<file path="src/core/ext_bus_pkg.sv">
// Constants, offsets and types for the non-multiplexed external bus interface
`default_nettype none
package ext_bus_pkg;
  // Register offsets in the control block
  localparam logic [15:0] OFS_HIGH_ADDR_PORT = 16'h1004;
  localparam logic [15:0] OFS_LOW_ADDR_PORT = 16'h1005;
  localparam logic [15:0] OFS_DATA_PORT = 16'h1006;
  localparam logic [15:0] OFS_DATA_PORT_DIR = 16'h1007;

  // Reset values of the port registers
  localparam logic [7:0] RST_PORT_DATA = 8'h00;
  localparam logic [7:0] RST_PORT_DIR = 8'h00;
  localparam logic [7:0] ALL_ONES8 = 8'hff;
  localparam logic [7:0] ZERO8 = 8'h00;

  // Bus clock timing in oscillator-input cycles
  localparam int OSC_PER_BUS = 4;
  localparam int LOW_CYC = OSC_PER_BUS / 2;
  localparam int HIGH_CYC = OSC_PER_BUS / 2;
  localparam int WAIT_HOLD_CYC = 4;
  localparam int STRETCH_CYC = WAIT_HOLD_CYC - HIGH_CYC;
  localparam logic [1:0] LOW_LAST = 2'(LOW_CYC - 1);
  localparam logic [1:0] HIGH_LAST = 2'(HIGH_CYC - 1);
  localparam logic [1:0] STRETCH_LAST = 2'(STRETCH_CYC - 1);
  localparam logic [1:0] CNT_STEP = 2'h1;

  // Instruction-start pulse width: one bus cycle
  localparam int INSTR_CYC = OSC_PER_BUS;
  localparam logic [2:0] INSTR_LAST = 3'(INSTR_CYC - 1);
  localparam logic [2:0] INSTR_STEP = 3'h1;

  // Mode strap encoding {mode_b, mode_a}
  localparam int MODE_A_BIT = 0;
  localparam int MODE_B_BIT = 1;
  localparam logic [1:0] MODE_SPECIAL_TEST = 2'h1;

  // Bus clock phase, one-hot
  typedef enum logic [2:0] {
    PH_LOW = 3'b001,
    PH_HIGH = 3'b010,
    PH_STRETCH = 3'b100
  } bus_phase_t;
endpackage : ext_bus_pkg
`default_nettype wire

</file>
<file path="src/core/ext_bus_if.sv">
// Expanded-mode external bus interface with address, data and chip-select ports
//
// Operation
// - Wait input sampled high at bus clock rise holds clock high four osc cycles.
// - Wait sampled low: bus clock falls two osc cycles after rising.
// - Address valid in bus clock low phase; data bus used in high phase.
// - Bus clock is oscillator input divided by four.
// - Data strobe output is always the inverse of the bus clock.
// - Read/write line gives transfer direction in expanded and test modes.
// - High address port: outputs in single-chip, address 15..8 in expanded.
// - Low address port: outputs in single-chip, address 7..0 in expanded.
// - Data port: general I/O with direction register, or data bus when expanded.
// - Mode pins held during reset are latched to choose the operating mode.
// - After reset first mode pin becomes open-drain instruction-start pulse output.
// - With chip selects enabled, upper four port G pins carry the selects.
//
// The implementer's own choice: the address-and-strobe port.
`default_nettype none
module ext_bus_if
  import ext_bus_pkg::*;
(
  // Clock (oscillator input rate) and reset
  input wire logic clk,
  input wire logic sys_rst,
  // Register port
  input wire logic [15:0] reg_addr,
  input wire logic [7:0] reg_wdata,
  input wire logic reg_wr,
  input wire logic reg_rd,
  output logic [7:0] reg_rdata,
  // Internal bus master requests
  input wire logic cpu_req,
  input wire logic cpu_we,
  input wire logic [15:0] cpu_addr,
  input wire logic [7:0] cpu_wdata,
  output logic cpu_ack,
  output logic [7:0] cpu_rdata,
  input wire logic cpu_instr_start,
  // Bus control pins
  output logic bus_clk,
  output logic data_strobe_n,
  output logic read_write,
  input wire logic bus_wait,
  // Mode straps; first one doubles as instruction-start open-drain output
  input wire logic boot_mode_a,
  input wire logic boot_mode_b,
  output logic instr_start_n_out,
  output logic instr_start_n_oe_n,
  // Address and data pins
  output logic [7:0] high_addr_pin,
  output logic [7:0] low_addr_pin,
  input wire logic [7:0] data_pin_in,
  output logic [7:0] data_pin_out,
  output logic [7:0] data_pin_oe_n,
  // Port G sharing with chip selects
  input wire logic cs_enable,
  input wire logic [3:0] cs_select_n,
  input wire logic [7:0] gp_g_out,
  input wire logic [7:0] gp_g_oe_n,
  output logic [7:0] chip_select_port_pin_out,
  output logic [7:0] chip_select_port_pin_oe_n
);

  typedef struct packed {
    bus_phase_t phase;
    logic [1:0] cnt;
    logic e_clk;
    logic strobe_n;
    logic rw;
    logic wait_hold;
    logic active;
    logic act_we;
    logic [7:0] act_wdata;
    logic [7:0] hi_pin;
    logic [7:0] lo_pin;
    logic [7:0] dat_out;
    logic [7:0] dat_oe_n;
    logic ack;
    logic [7:0] rdata;
    logic [7:0] reg_rdata;
    logic [7:0] hi_reg;
    logic [7:0] lo_reg;
    logic [7:0] dat_reg;
    logic [7:0] dir_reg;
    logic [1:0] mode;
    logic [2:0] instr_cnt;
    logic instr_oe_n;
    logic instr_out;
    logic [7:0] cs_port_out;
    logic [7:0] cs_port_oe_n;
  } state_t;

  state_t st;
  state_t next_st;
  logic expanded;
  logic falling;
  logic [7:0] port_read;

  // Expanded and test modes both open the external bus
  assign expanded = st.mode[MODE_A_BIT];
  // Input bits read the pin, output bits read the latch
  assign port_read = (st.dir_reg & st.dat_reg) | (~st.dir_reg & data_pin_in);

  // Next-state logic for the whole block
  always_comb begin
    next_st = st;
    falling = 1'b0;
    next_st.ack = 1'b0;
    next_st.rdata = ZERO8;
    next_st.reg_rdata = ZERO8;

    // Register writes
    if (reg_wr) begin
      case (reg_addr)
        OFS_HIGH_ADDR_PORT: next_st.hi_reg = reg_wdata;
        OFS_LOW_ADDR_PORT: next_st.lo_reg = reg_wdata;
        OFS_DATA_PORT: next_st.dat_reg = reg_wdata;
        OFS_DATA_PORT_DIR: next_st.dir_reg = reg_wdata;
        default: next_st.reg_rdata = ZERO8;
      endcase
    end

    // Register reads, answered next cycle; unmapped reads give zero
    if (reg_rd) begin
      case (reg_addr)
        OFS_HIGH_ADDR_PORT: next_st.reg_rdata = st.hi_reg;
        OFS_LOW_ADDR_PORT: next_st.reg_rdata = st.lo_reg;
        OFS_DATA_PORT: next_st.reg_rdata = expanded ? st.dat_reg : port_read;
        OFS_DATA_PORT_DIR: next_st.reg_rdata = st.dir_reg;
        default: next_st.reg_rdata = ZERO8;
      endcase
    end

    // Bus clock divider with wait stretch
    case (st.phase)
      PH_LOW: begin
        if (st.cnt == LOW_LAST) begin
          next_st.phase = PH_HIGH;
          next_st.cnt = 2'h0;
          next_st.e_clk = 1'b1;
          next_st.wait_hold = bus_wait;
          // Write data goes out only in the high phase
          if (expanded && st.active && st.act_we) begin
            next_st.dat_out = st.act_wdata;
            next_st.dat_oe_n = ZERO8;
          end
        end else begin
          next_st.cnt = st.cnt + CNT_STEP;
        end
      end
      PH_HIGH: begin
        if (st.cnt == HIGH_LAST) begin
          next_st.cnt = 2'h0;
          if (st.wait_hold) begin
            next_st.phase = PH_STRETCH;
          end else begin
            falling = 1'b1;
          end
        end else begin
          next_st.cnt = st.cnt + CNT_STEP;
        end
      end
      PH_STRETCH: begin
        if (st.cnt == STRETCH_LAST) begin
          next_st.cnt = 2'h0;
          falling = 1'b1;
        end else begin
          next_st.cnt = st.cnt + CNT_STEP;
        end
      end
      default: begin
        next_st.phase = PH_LOW;
        next_st.cnt = 2'h0;
      end
    endcase

    // Falling edge ends one transfer or starts the next; never both
    if (falling) begin
      next_st.phase = PH_LOW;
      next_st.e_clk = 1'b0;
      if (st.active) begin
        // Read data captured at the fall, where the far end holds it valid
        next_st.ack = 1'b1;
        next_st.rdata = st.act_we ? ZERO8 : data_pin_in;
        next_st.active = 1'b0;
        next_st.rw = 1'b1;
        next_st.dat_oe_n = ALL_ONES8;
      end else if (cpu_req && expanded) begin
        // Address is set at the fall so it is settled through the low phase
        next_st.active = 1'b1;
        next_st.act_we = cpu_we;
        next_st.act_wdata = cpu_wdata;
        next_st.hi_pin = cpu_addr[15:8];
        next_st.lo_pin = cpu_addr[7:0];
        next_st.rw = ~cpu_we;
      end
    end

    // Single-chip: address ports and data port are plain I/O
    if (!expanded) begin
      next_st.hi_pin = st.hi_reg;
      next_st.lo_pin = st.lo_reg;
      next_st.dat_out = st.dat_reg;
      next_st.dat_oe_n = ~st.dir_reg;
      next_st.rw = 1'b1;
      next_st.active = 1'b0;
    end

    next_st.strobe_n = ~next_st.e_clk;

    // Instruction-start pulse, one bus cycle wide; a retrigger restarts the count
    if (cpu_instr_start) begin
      next_st.instr_cnt = INSTR_LAST;
      next_st.instr_oe_n = 1'b0;
    end else if (st.instr_cnt != 3'h0) begin
      next_st.instr_cnt = st.instr_cnt - INSTR_STEP;
    end else begin
      next_st.instr_oe_n = 1'b1;
    end

    // Port G upper pins become chip selects when enabled
    next_st.cs_port_out = gp_g_out;
    next_st.cs_port_oe_n = gp_g_oe_n;
    if (cs_enable) begin
      next_st.cs_port_out[7:4] = cs_select_n;
      next_st.cs_port_oe_n[7:4] = 4'h0;
    end

    // Synchronous reset; mode straps caught while reset is held
    if (sys_rst) begin
      next_st = '0;
      next_st.phase = PH_LOW;
      next_st.strobe_n = 1'b1;
      next_st.rw = 1'b1;
      next_st.hi_reg = RST_PORT_DATA;
      next_st.lo_reg = RST_PORT_DATA;
      next_st.dat_reg = RST_PORT_DATA;
      next_st.dir_reg = RST_PORT_DIR;
      next_st.dat_oe_n = ALL_ONES8;
      next_st.cs_port_oe_n = ALL_ONES8;
      next_st.instr_oe_n = 1'b1; // Pin released so the strap can be read
      next_st.mode = {boot_mode_b, boot_mode_a};
    end
  end

  // State register
  always_ff @(posedge clk) begin
    st <= next_st;
  end

  // Outputs straight from the state register
  assign reg_rdata = st.reg_rdata;
  assign cpu_ack = st.ack;
  assign cpu_rdata = st.rdata;
  assign bus_clk = st.e_clk;
  assign data_strobe_n = st.strobe_n;
  assign read_write = st.rw;
  assign instr_start_n_out = st.instr_out;
  assign instr_start_n_oe_n = st.instr_oe_n;
  assign high_addr_pin = st.hi_pin;
  assign low_addr_pin = st.lo_pin;
  assign data_pin_out = st.dat_out;
  assign data_pin_oe_n = st.dat_oe_n;
  assign chip_select_port_pin_out = st.cs_port_out;
  assign chip_select_port_pin_oe_n = st.cs_port_oe_n;
endmodule : ext_bus_if
`default_nettype wire

</file>
<file path="config.mk">
export PLATFORM = sky130hd
export DESIGN_NAME = ext_bus_if
export DESIGN_NICKNAME = d
export VERILOG_FILES = /design/src/core/ext_bus_pkg.sv /design/src/core/ext_bus_if.sv
export SDC_FILE = /design/constraint.sdc
export NUM_CORES = 1
export LEC_CHECK = 0
export ABC_AREA = 1
export BUFFER_PORTS_ARGS = -buffer_cell sky130_fd_sc_hd__buf_2
export CAP_MARGIN = 20
export CORE_MARGIN = 4
export CORE_UTILIZATION = 56
export DETAILED_ROUTE_END_ITERATION = 7
export PLACE_DENSITY_LB_ADDON = 0.1
export SKIP_CTS_REPAIR_TIMING = 1
export SYNTH_ARGS = -nofsm -noshare
export SYNTH_HDL_FRONTEND = slang
export SYNTH_SLANG_ARGS = --single-unit
</file>
<file path="constraint.sdc">
create_clock -name clk -period 3.8 [get_ports clk]
set_clock_uncertainty 0.1 [all_clocks]
set_input_delay 0.19 -clock clk [delete_from_list [all_inputs] [get_ports clk]]
set_output_delay 0.19 -clock clk [all_outputs]
set_load 0.01 [all_outputs]
</file>
==> summary.md, run 1 <==
| Metric | Value |
|---|---|
| Syn Inst Count | `around 740` |
| Routed len/inst | `about 16 um` |
| Leading cell type in the layout, fill and taps excluded | `buf_2` |
| Total number of yosys warnings | `0` |
| Die span in y | `108.1 um` |
| Share of layout cells above drive strength 1 | `about a quarter` |
| CP arrival | `2.66 ns` |
| Slew @ Worst Pin | `0.7972 ns` |
| Initial antenna violation count | `1` |
| Largest net degree at the start of global routing | `between 60 and 70` |
| P per Cell Area | `around 460 nW/um^2` |
| Most frequent cells in the layout | `154 x buf_2, 123 x nand2_1, 120 x dfxtp_1` |
| DR DRC count | `0` |
| Die area | `around 12000 um^2` |
| Post-synth ARST share | `0%` |
| Avg Inst Size Synth | `~7.6 um^2` |
| Critical Path RT | `approximately 4.1 ns` |
| FILL cells | `788` |
| Fin. max-slew vios | `0` |
| HP Class | `in2reg` |
| Setup_tns | `0 ns` |
| Vias in the first global route | `a little under 5000` |
| H-Tree Depth | `4` |
| Post-synth EDFFs | `1` |
| Global-route congestion overflow total | `0` |
| Clock latency on the worst-skew pair | `approximately 0.52 ns` |
| Post-synthesis sequential area ratio | `a little over two fifths` |
| Routed Wire Length | `~16000 um` |
| Worst Path Max Fanout | `48` |
| Drt first-iter violations | `470` |
| Area delta synth->final | `27.72%` |
| Final hold viol count | `2` |
| IO Port Bufs | `roughly 150` |
| CTS tree | `yes` |
| Nets | `about 970` |
| HPWL Detailed | `10420 um` |
| GRT Util Overall | `between 20 and 30%` |
| Endpoints failing setup | `0` |
| Fin crit period | `roughly 2.3 ns` |
| Headroom to the max-slew limit | `a little under half` |
| Vias | `5555` |
| Peak VDD IR | `around 280 uV` |
| Status | `finished, violations left` |
| Worst setup path startpoint | `expanded` |
| Clk buf depth | `2` |
| Element type at the critical path end | `flop` |
| Clock slew seen by the registers of the worst setup and hold paths | `0.06 ns` |
| DR vias/cell | `around 5.4` |
| Worst Slack Setup Final | `roughly 1.5 ns` |
| Achievable clock frequency | `between 400 and 500 MHz` |
| Final ANT Viol Nets | `0` |
| Max-cap violations | `0` |
| Initial Util | `between 50 and 60%` |
| Global placement routability congestion | `approximately 0.84` |
| DIE WIDTH | `between 100 and 150 um` |
| Synthesized area | `around 5600 um^2` |
| Crit Path Category | `reg2reg` |
| FF-to-FF Start | `expanded` |
| Synth Net Count | `between 800 and 900` |
| CTS buffer count | `17` |
| Nature of the critical path startpoint | `flop` |
| Static leakage | `about 3.2 nW` |
| First-pass GRT wire length | `approximately 23000 um` |
| Synth cell types | `30` |
| Failing checks | `hold timing` |
| Post-Place Worst Slack | `about 1.6 ns` |
| CTS Sinks | `121` |
| Post-synthesis register bit count | `121` |
| Ports | `about 160` |
| Hold Path Origin | `cs_enable` |
| Core area | `9774 um^2` |
| Initial DRT Pass Iterations | `5` |
| Top_reg_cell synth | `dfxtp_1` |
| Tcrit/Tclk final | `between 60% and 70%` |
| Num rows | `36` |
| Worst hold margin | `-0.005985 ns` |
| RSZ-0062 raised after global routing | `false` |
| Root Driver | `clkbuf_8` |
-- registers in the layout (all words and copies together), names as in the netlist, 8 cells and up --
name and flops:
chip_select_port_pin_out 8, cpu_rdata 8, low_addr_pin 8, data_pin_oe_n 8, st 51, data_pin_out 8, reg_rdata 8, high_addr_pin 8
chip_select_port_pin_oe_n 8
-- worst paths after layout --
kind	to	slack [ns]	cells past startpoint
worst max-delay path	data_pin_out[0]	1.49	5
worst min-delay path	chip_select_port_pin_oe_n[5]	-0.006	4
worst max register to register	data_pin_out[0]	1.49	5
worst min register to register	st[118]	0.33	1
-- routing by layer --
layer  wire (um)  vias to the layer above  GRT usage [%]  share of wire [%]
met5           0                        -              0                  0
met3        1370                       52          5.851                8.3
li1            -                     2713              -                  -
met4         516                        0          9.197                3.1
met1        6588                     2525          33.30                 40
met2        7965                      265          41.12                 48
-- worst max-delay path, stage by stage, from the launching register on --
cell	delay, ns
edfxtp_1	0.32
buf_4	0.41
inv_1	0.47
nor2_2	0.66
nand2_1	0.10
a31oi_1	0.16
-- through the flow --
step | util, % | std cells | cell area, um^2 | hold WS [ns] | power (mW)
final | 73.36 | 1026 | 7171 | -0.005985 | 3.300
after global routing | 73.36 | 1026 | 7171 | 0.003709 | 3.426
after CTS | 66.58 | 959 | 6507 | -0.2694 | 3.240
after detailed placement | 60.84 | 927 | 5947 | 0.2717 | 1.744
after global placement | 60.84 | 927 | 5947 | 0.2692 | 1.729
after floorplan | - | 737 | 5614 | 0.1790 | 1.643
-- cells by family (layout without fill, tap and decap cells) --
family,count (synthesis),in the layout,share of synthesized area [%]
other cells,1,2,0.06680
buf+inv,159,314,15.38
flops,121,121,43.33
compound gates,120,120,12.10
simple gates,333,333,28.46
fa+ha+maj,3,3,0.6687
-- report_power, final --
| part | leakage, nW | switching (mW) | internal (mW) |
|---|---|---|---|
| Sequential | 0.988 | 0.0301 | 1.33 |
| Clock | 0.269 | 0.575 | 0.941 |
| Combinational | 1.93 | 0.241 | 0.179 |
-- cell usage after synthesis, types with 5 or more instances --
| library cell | n | share of area [%] |
|---|---|---|
| buf_1 | 6 | 0.40 |
| nand2_1 | 123 | 8.2 |
| a22o_1 | 16 | 2.5 |
| a21oi_1 | 73 | 6.5 |
| inv_1 | 52 | 3.5 |
| clkbuf_1 | 15 | 1.0 |
| nand4_1 | 71 | 7.9 |
| buf_2 | 18 | 1.6 |
| o21ai_0 | 22 | 2.0 |
| a31oi_1 | 5 | 0.56 |
| buf_4 | 65 | 8.7 |
| nor2_1 | 76 | 5.1 |
| nand3b_1 | 17 | 2.3 |
| nand3_1 | 28 | 2.5 |
| nor2_2 | 9 | 1.0 |
| dfxtp_1 | 120 | 43 |
-- final cells by class --
cell class | count | area [um^2] | area share, %
Antenna cell | 1 | 2.502 | 0.03490
Clock buffer | 19 | 431.7 | 6.020
Clock inverter | 13 | 128.9 | 1.797
Inverter | 55 | 206.4 | 2.879
Multi-Input combinational cell | 457 | 2318 | 32.33
Sequential cell | 121 | 2432 | 33.92
Tap cell | 133 | 166.4 | 2.321
Timing Repair Buffer | 227 | 1484 | 20.69
(Power assumes the default switching activity.)
==> run 2: changes to the inputs <==
CORE_UTILIZATION = 52   (was 56)
clock period = 2.2 ns   (was 3.8 ns; I/O delays follow)
==> run 2 against run 1 <==
Compared with the run above:
- the run still ends with hold timing left
- power up 69%
- wire length fell by 3.4%
- combinational power increased by 75%
- sequential share of layout area shrank 0.56 points
- clock-buffer cell count rose by 3
- non-clock buffer count increased by 16
- cell count grew 1.8%
- hold slack worse by 0.011 ns
- global-route usage shrank 2.1 points
- first-iteration DRC count increased by 4.9%
- critical path type unchanged
- largest cell class unchanged
==> summary.md, run 2 (synthesis results as in run 1) <==
| Metric | Value |
|---|---|
| FILL cells | `859 (was 788)` |
| Most frequent cells in the layout | `154 x buf_2, 123 x nand2_1, 120 x dfxtp_1 (unchanged)` |
| Critical Path RT | `2.54 ns (was 4.14 ns)` |
| Fin crit period | `1.950 ns (was 2.314 ns)` |
| Flop pwr share | `42.3% (was 41.3%)` |
| HPWL Detailed | `10940 um (was 10420 um)` |
| DR DRC count | `0 (unchanged)` |
| CTS tree | `yes (unchanged)` |
| Die area | `12520 um^2 (was 11690 um^2)` |
| Sw Pwr | `1.440 mW (was 0.8457 mW)` |
| Fin. max-slew vios | `0 (unchanged)` |
| Logic pwr share | `13.2% (was 12.7%)` |
| Sw Share | `25.84% (was 25.62%)` |
| CP arrival | `2.29 ns (was 2.66 ns)` |
| Multi-input gate area | `2318 um^2 (unchanged)` |
| Nets | `985 (was 969)` |
| Global-route congestion overflow total | `0 (unchanged)` |
| Internal power | `4.132 mW (was 2.455 mW)` |
| Tcrit/Tclk final | `88.65% (was 60.89%)` |
| Worst hold margin | `-0.01662 ns (was -0.005985 ns)` |
| Depth of the most critical reg-to-reg path | `7 (was 5)` |
| Root Driver | `clkbuf_8 (unchanged)` |
| Ports | `157 (unchanged)` |
| Fin util | `70.01% (was 73.36%)` |
| Headroom to the max-slew limit | `48.94% (was 46.68%)` |
| Sequential Area | `2432 um^2 (unchanged)` |
| Largest net degree at the start of global routing | `63 (unchanged)` |
| Worst setup path startpoint | `st[119] (was expanded)` |
| Setup_tns | `0 ns (unchanged)` |
| Initial Util | `53.90% (was 57.44%)` |
| Share of layout cells above drive strength 1 | `24.23% (was 23.77%)` |
| Failing checks | `hold timing (unchanged)` |
| Leading cell type in the layout, fill and taps excluded | `buf_2 (unchanged)` |
| Final hold viol count | `6 (was 2)` |
| Max-cap violations | `0 (unchanged)` |
| Initial DRT Pass Iterations | `5 (unchanged)` |
| HP Class | `in2reg (unchanged)` |
| P per Cell Area | `764.1 nW/um^2 (was 460.3 nW/um^2)` |
| Reg with most FFs | `st (unchanged)` |
| DIE WIDTH | `111.9 um (was 108.1 um)` |
| Global placement routability congestion | `0.8649 (was 0.8402)` |
| Drt first-iter violations | `493 (was 470)` |
| GRT Util Overall | `23.31% (was 25.40%)` |
| CTS Sinks | `121 (unchanged)` |
| Endpoints failing setup | `0 (unchanged)` |
| Max FFs per register | `51 (unchanged)` |
| Die span in y | `111.9 um (was 108.1 um)` |
| Achievable clock frequency | `512.7 MHz (was 432.2 MHz)` |
| Area delta synth->final | `29.89% (was 27.72%)` |
| Peak VDD IR | `536.7 uV (was 279.8 uV)` |
| CTS buffer count | `17 (unchanged)` |
| Worst Path Max Fanout | `16 (was 48)` |
| Clock power share | `44.5% (was 45.9%)` |
| Num rows | `37 (was 36)` |
| Clock latency on the worst-skew pair | `0.51 ns (was 0.52 ns)` |
| FF-to-FF Start | `st[119] (was expanded)` |
| Final ANT Viol Nets | `0 (unchanged)` |
| Crit Path Category | `reg2reg (unchanged)` |
| Slew @ Worst Pin | `0.7650 ns (was 0.7972 ns)` |
| Core area | `10420 um^2 (was 9774 um^2)` |
| First-pass GRT wire length | `23560 um (was 23170 um)` |
| Nature of the critical path startpoint | `flop (unchanged)` |
| Clk buf depth | `2 (unchanged)` |
| Reg2reg setup slack | `0.25 ns (was 1.49 ns)` |
| DR vias/cell | `5.349 (was 5.414)` |
| Ant. Diodes | `0 (was 1)` |
| Initial antenna violation count | `0 (was 1)` |
| Routed Wire Length | `15890 um (was 16440 um)` |
| RSZ-0062 raised after global routing | `false (unchanged)` |
| Static leakage | `3.249 nW (was 3.183 nW)` |
| Status | `finished, violations left (unchanged)` |
| IO Port Bufs | `154 (unchanged)` |
| Clock slew seen by the registers of the worst setup and hold paths | `0.06 ns (about the same)` |
| Vias | `5584 (was 5555)` |
| Element type at the critical path end | `flop (unchanged)` |
| CP endpoint | `data_pin_out[0] (unchanged)` |
| Routed len/inst | `15.22 um (was 16.02 um)` |
| R2R Path End | `data_pin_out[0] (unchanged)` |
| H-Tree Depth | `4 (unchanged)` |
| Vias in the first global route | `4751 (was 4827)` |
## run 2: final cells by class
class	count	area share [%]
clock inverters	10	0.9437
flip-flops and latches	121	33.36
well taps	136	2.334
inverters	55	2.831
clock buffers	22	6.503
repair buffers	243	22.24
multi-input cells	457	31.79
## run 2: power groups by stage
stage               combinational (mW)  sequential, mW  clock (mW)
finish                           0.734            2.36        2.48
detailed placement               0.621            2.40           0
floorplan                        0.441            2.40           0
global placement                 0.596            2.40           0
CTS                              0.626            2.36        2.52
global route                     0.810            2.37        2.63
## run 2: per-stage QoR
| step | cell area, um^2 | cells | hold slack (ns) | setup slack, ns | power, mW |
|---|---|---|---|---|---|
| floorplan | 5614 | 737 | 0.09899 | 0.6858 | 2.839 |
| detailed placement | 6018 | 939 | 0.1944 | 0.2637 | 3.024 |
| global route | 7292 | 1044 | 0.007287 | 0.09474 | 5.808 |
| finish | 7292 | 1044 | -0.01662 | 0.2496 | 5.572 |
| global placement | 6018 | 939 | 0.1877 | 0.3640 | 2.992 |
| CTS | 6561 | 971 | -0.3443 | 0.2660 | 5.504 |
## run 2: worst min-delay path by stage
stage / from / endpoint / slack [ns] / cells after the start
after floorplan: cpu_instr_start / st[20] / 0.1 / 1
after global placement: boot_mode_a / expanded / 0.19 / 1
after detailed placement: boot_mode_a / expanded / 0.19 / 1
after CTS: boot_mode_a / expanded / -0.34 / 1
after global routing: reg_addr[9] / st[49] / 0.007 / 6
final: reg_addr[9] / st[39] / -0.02 / 6
## run 2: worst max-delay path: stages, from the launching register on
cell and delay [ns]:
dfxtp_1 0.30, inv_1 0.04, ha_1 0.23, nand2_1 0.20, nor2_4 0.10, nor2_2 0.60, nand2_1 0.13, a31oi_1 0.17
## run 2: layer usage
layer	vias up	global-route usage [%]	share of wire [%]	routed length (um)
met4	0	8.516	2.4	384
li1	2736	-	-	-
met3	31	5.924	8.7	1381
met5	-	0	0	0
met1	2550	31.85	42	6677
met2	267	35.65	47	7447
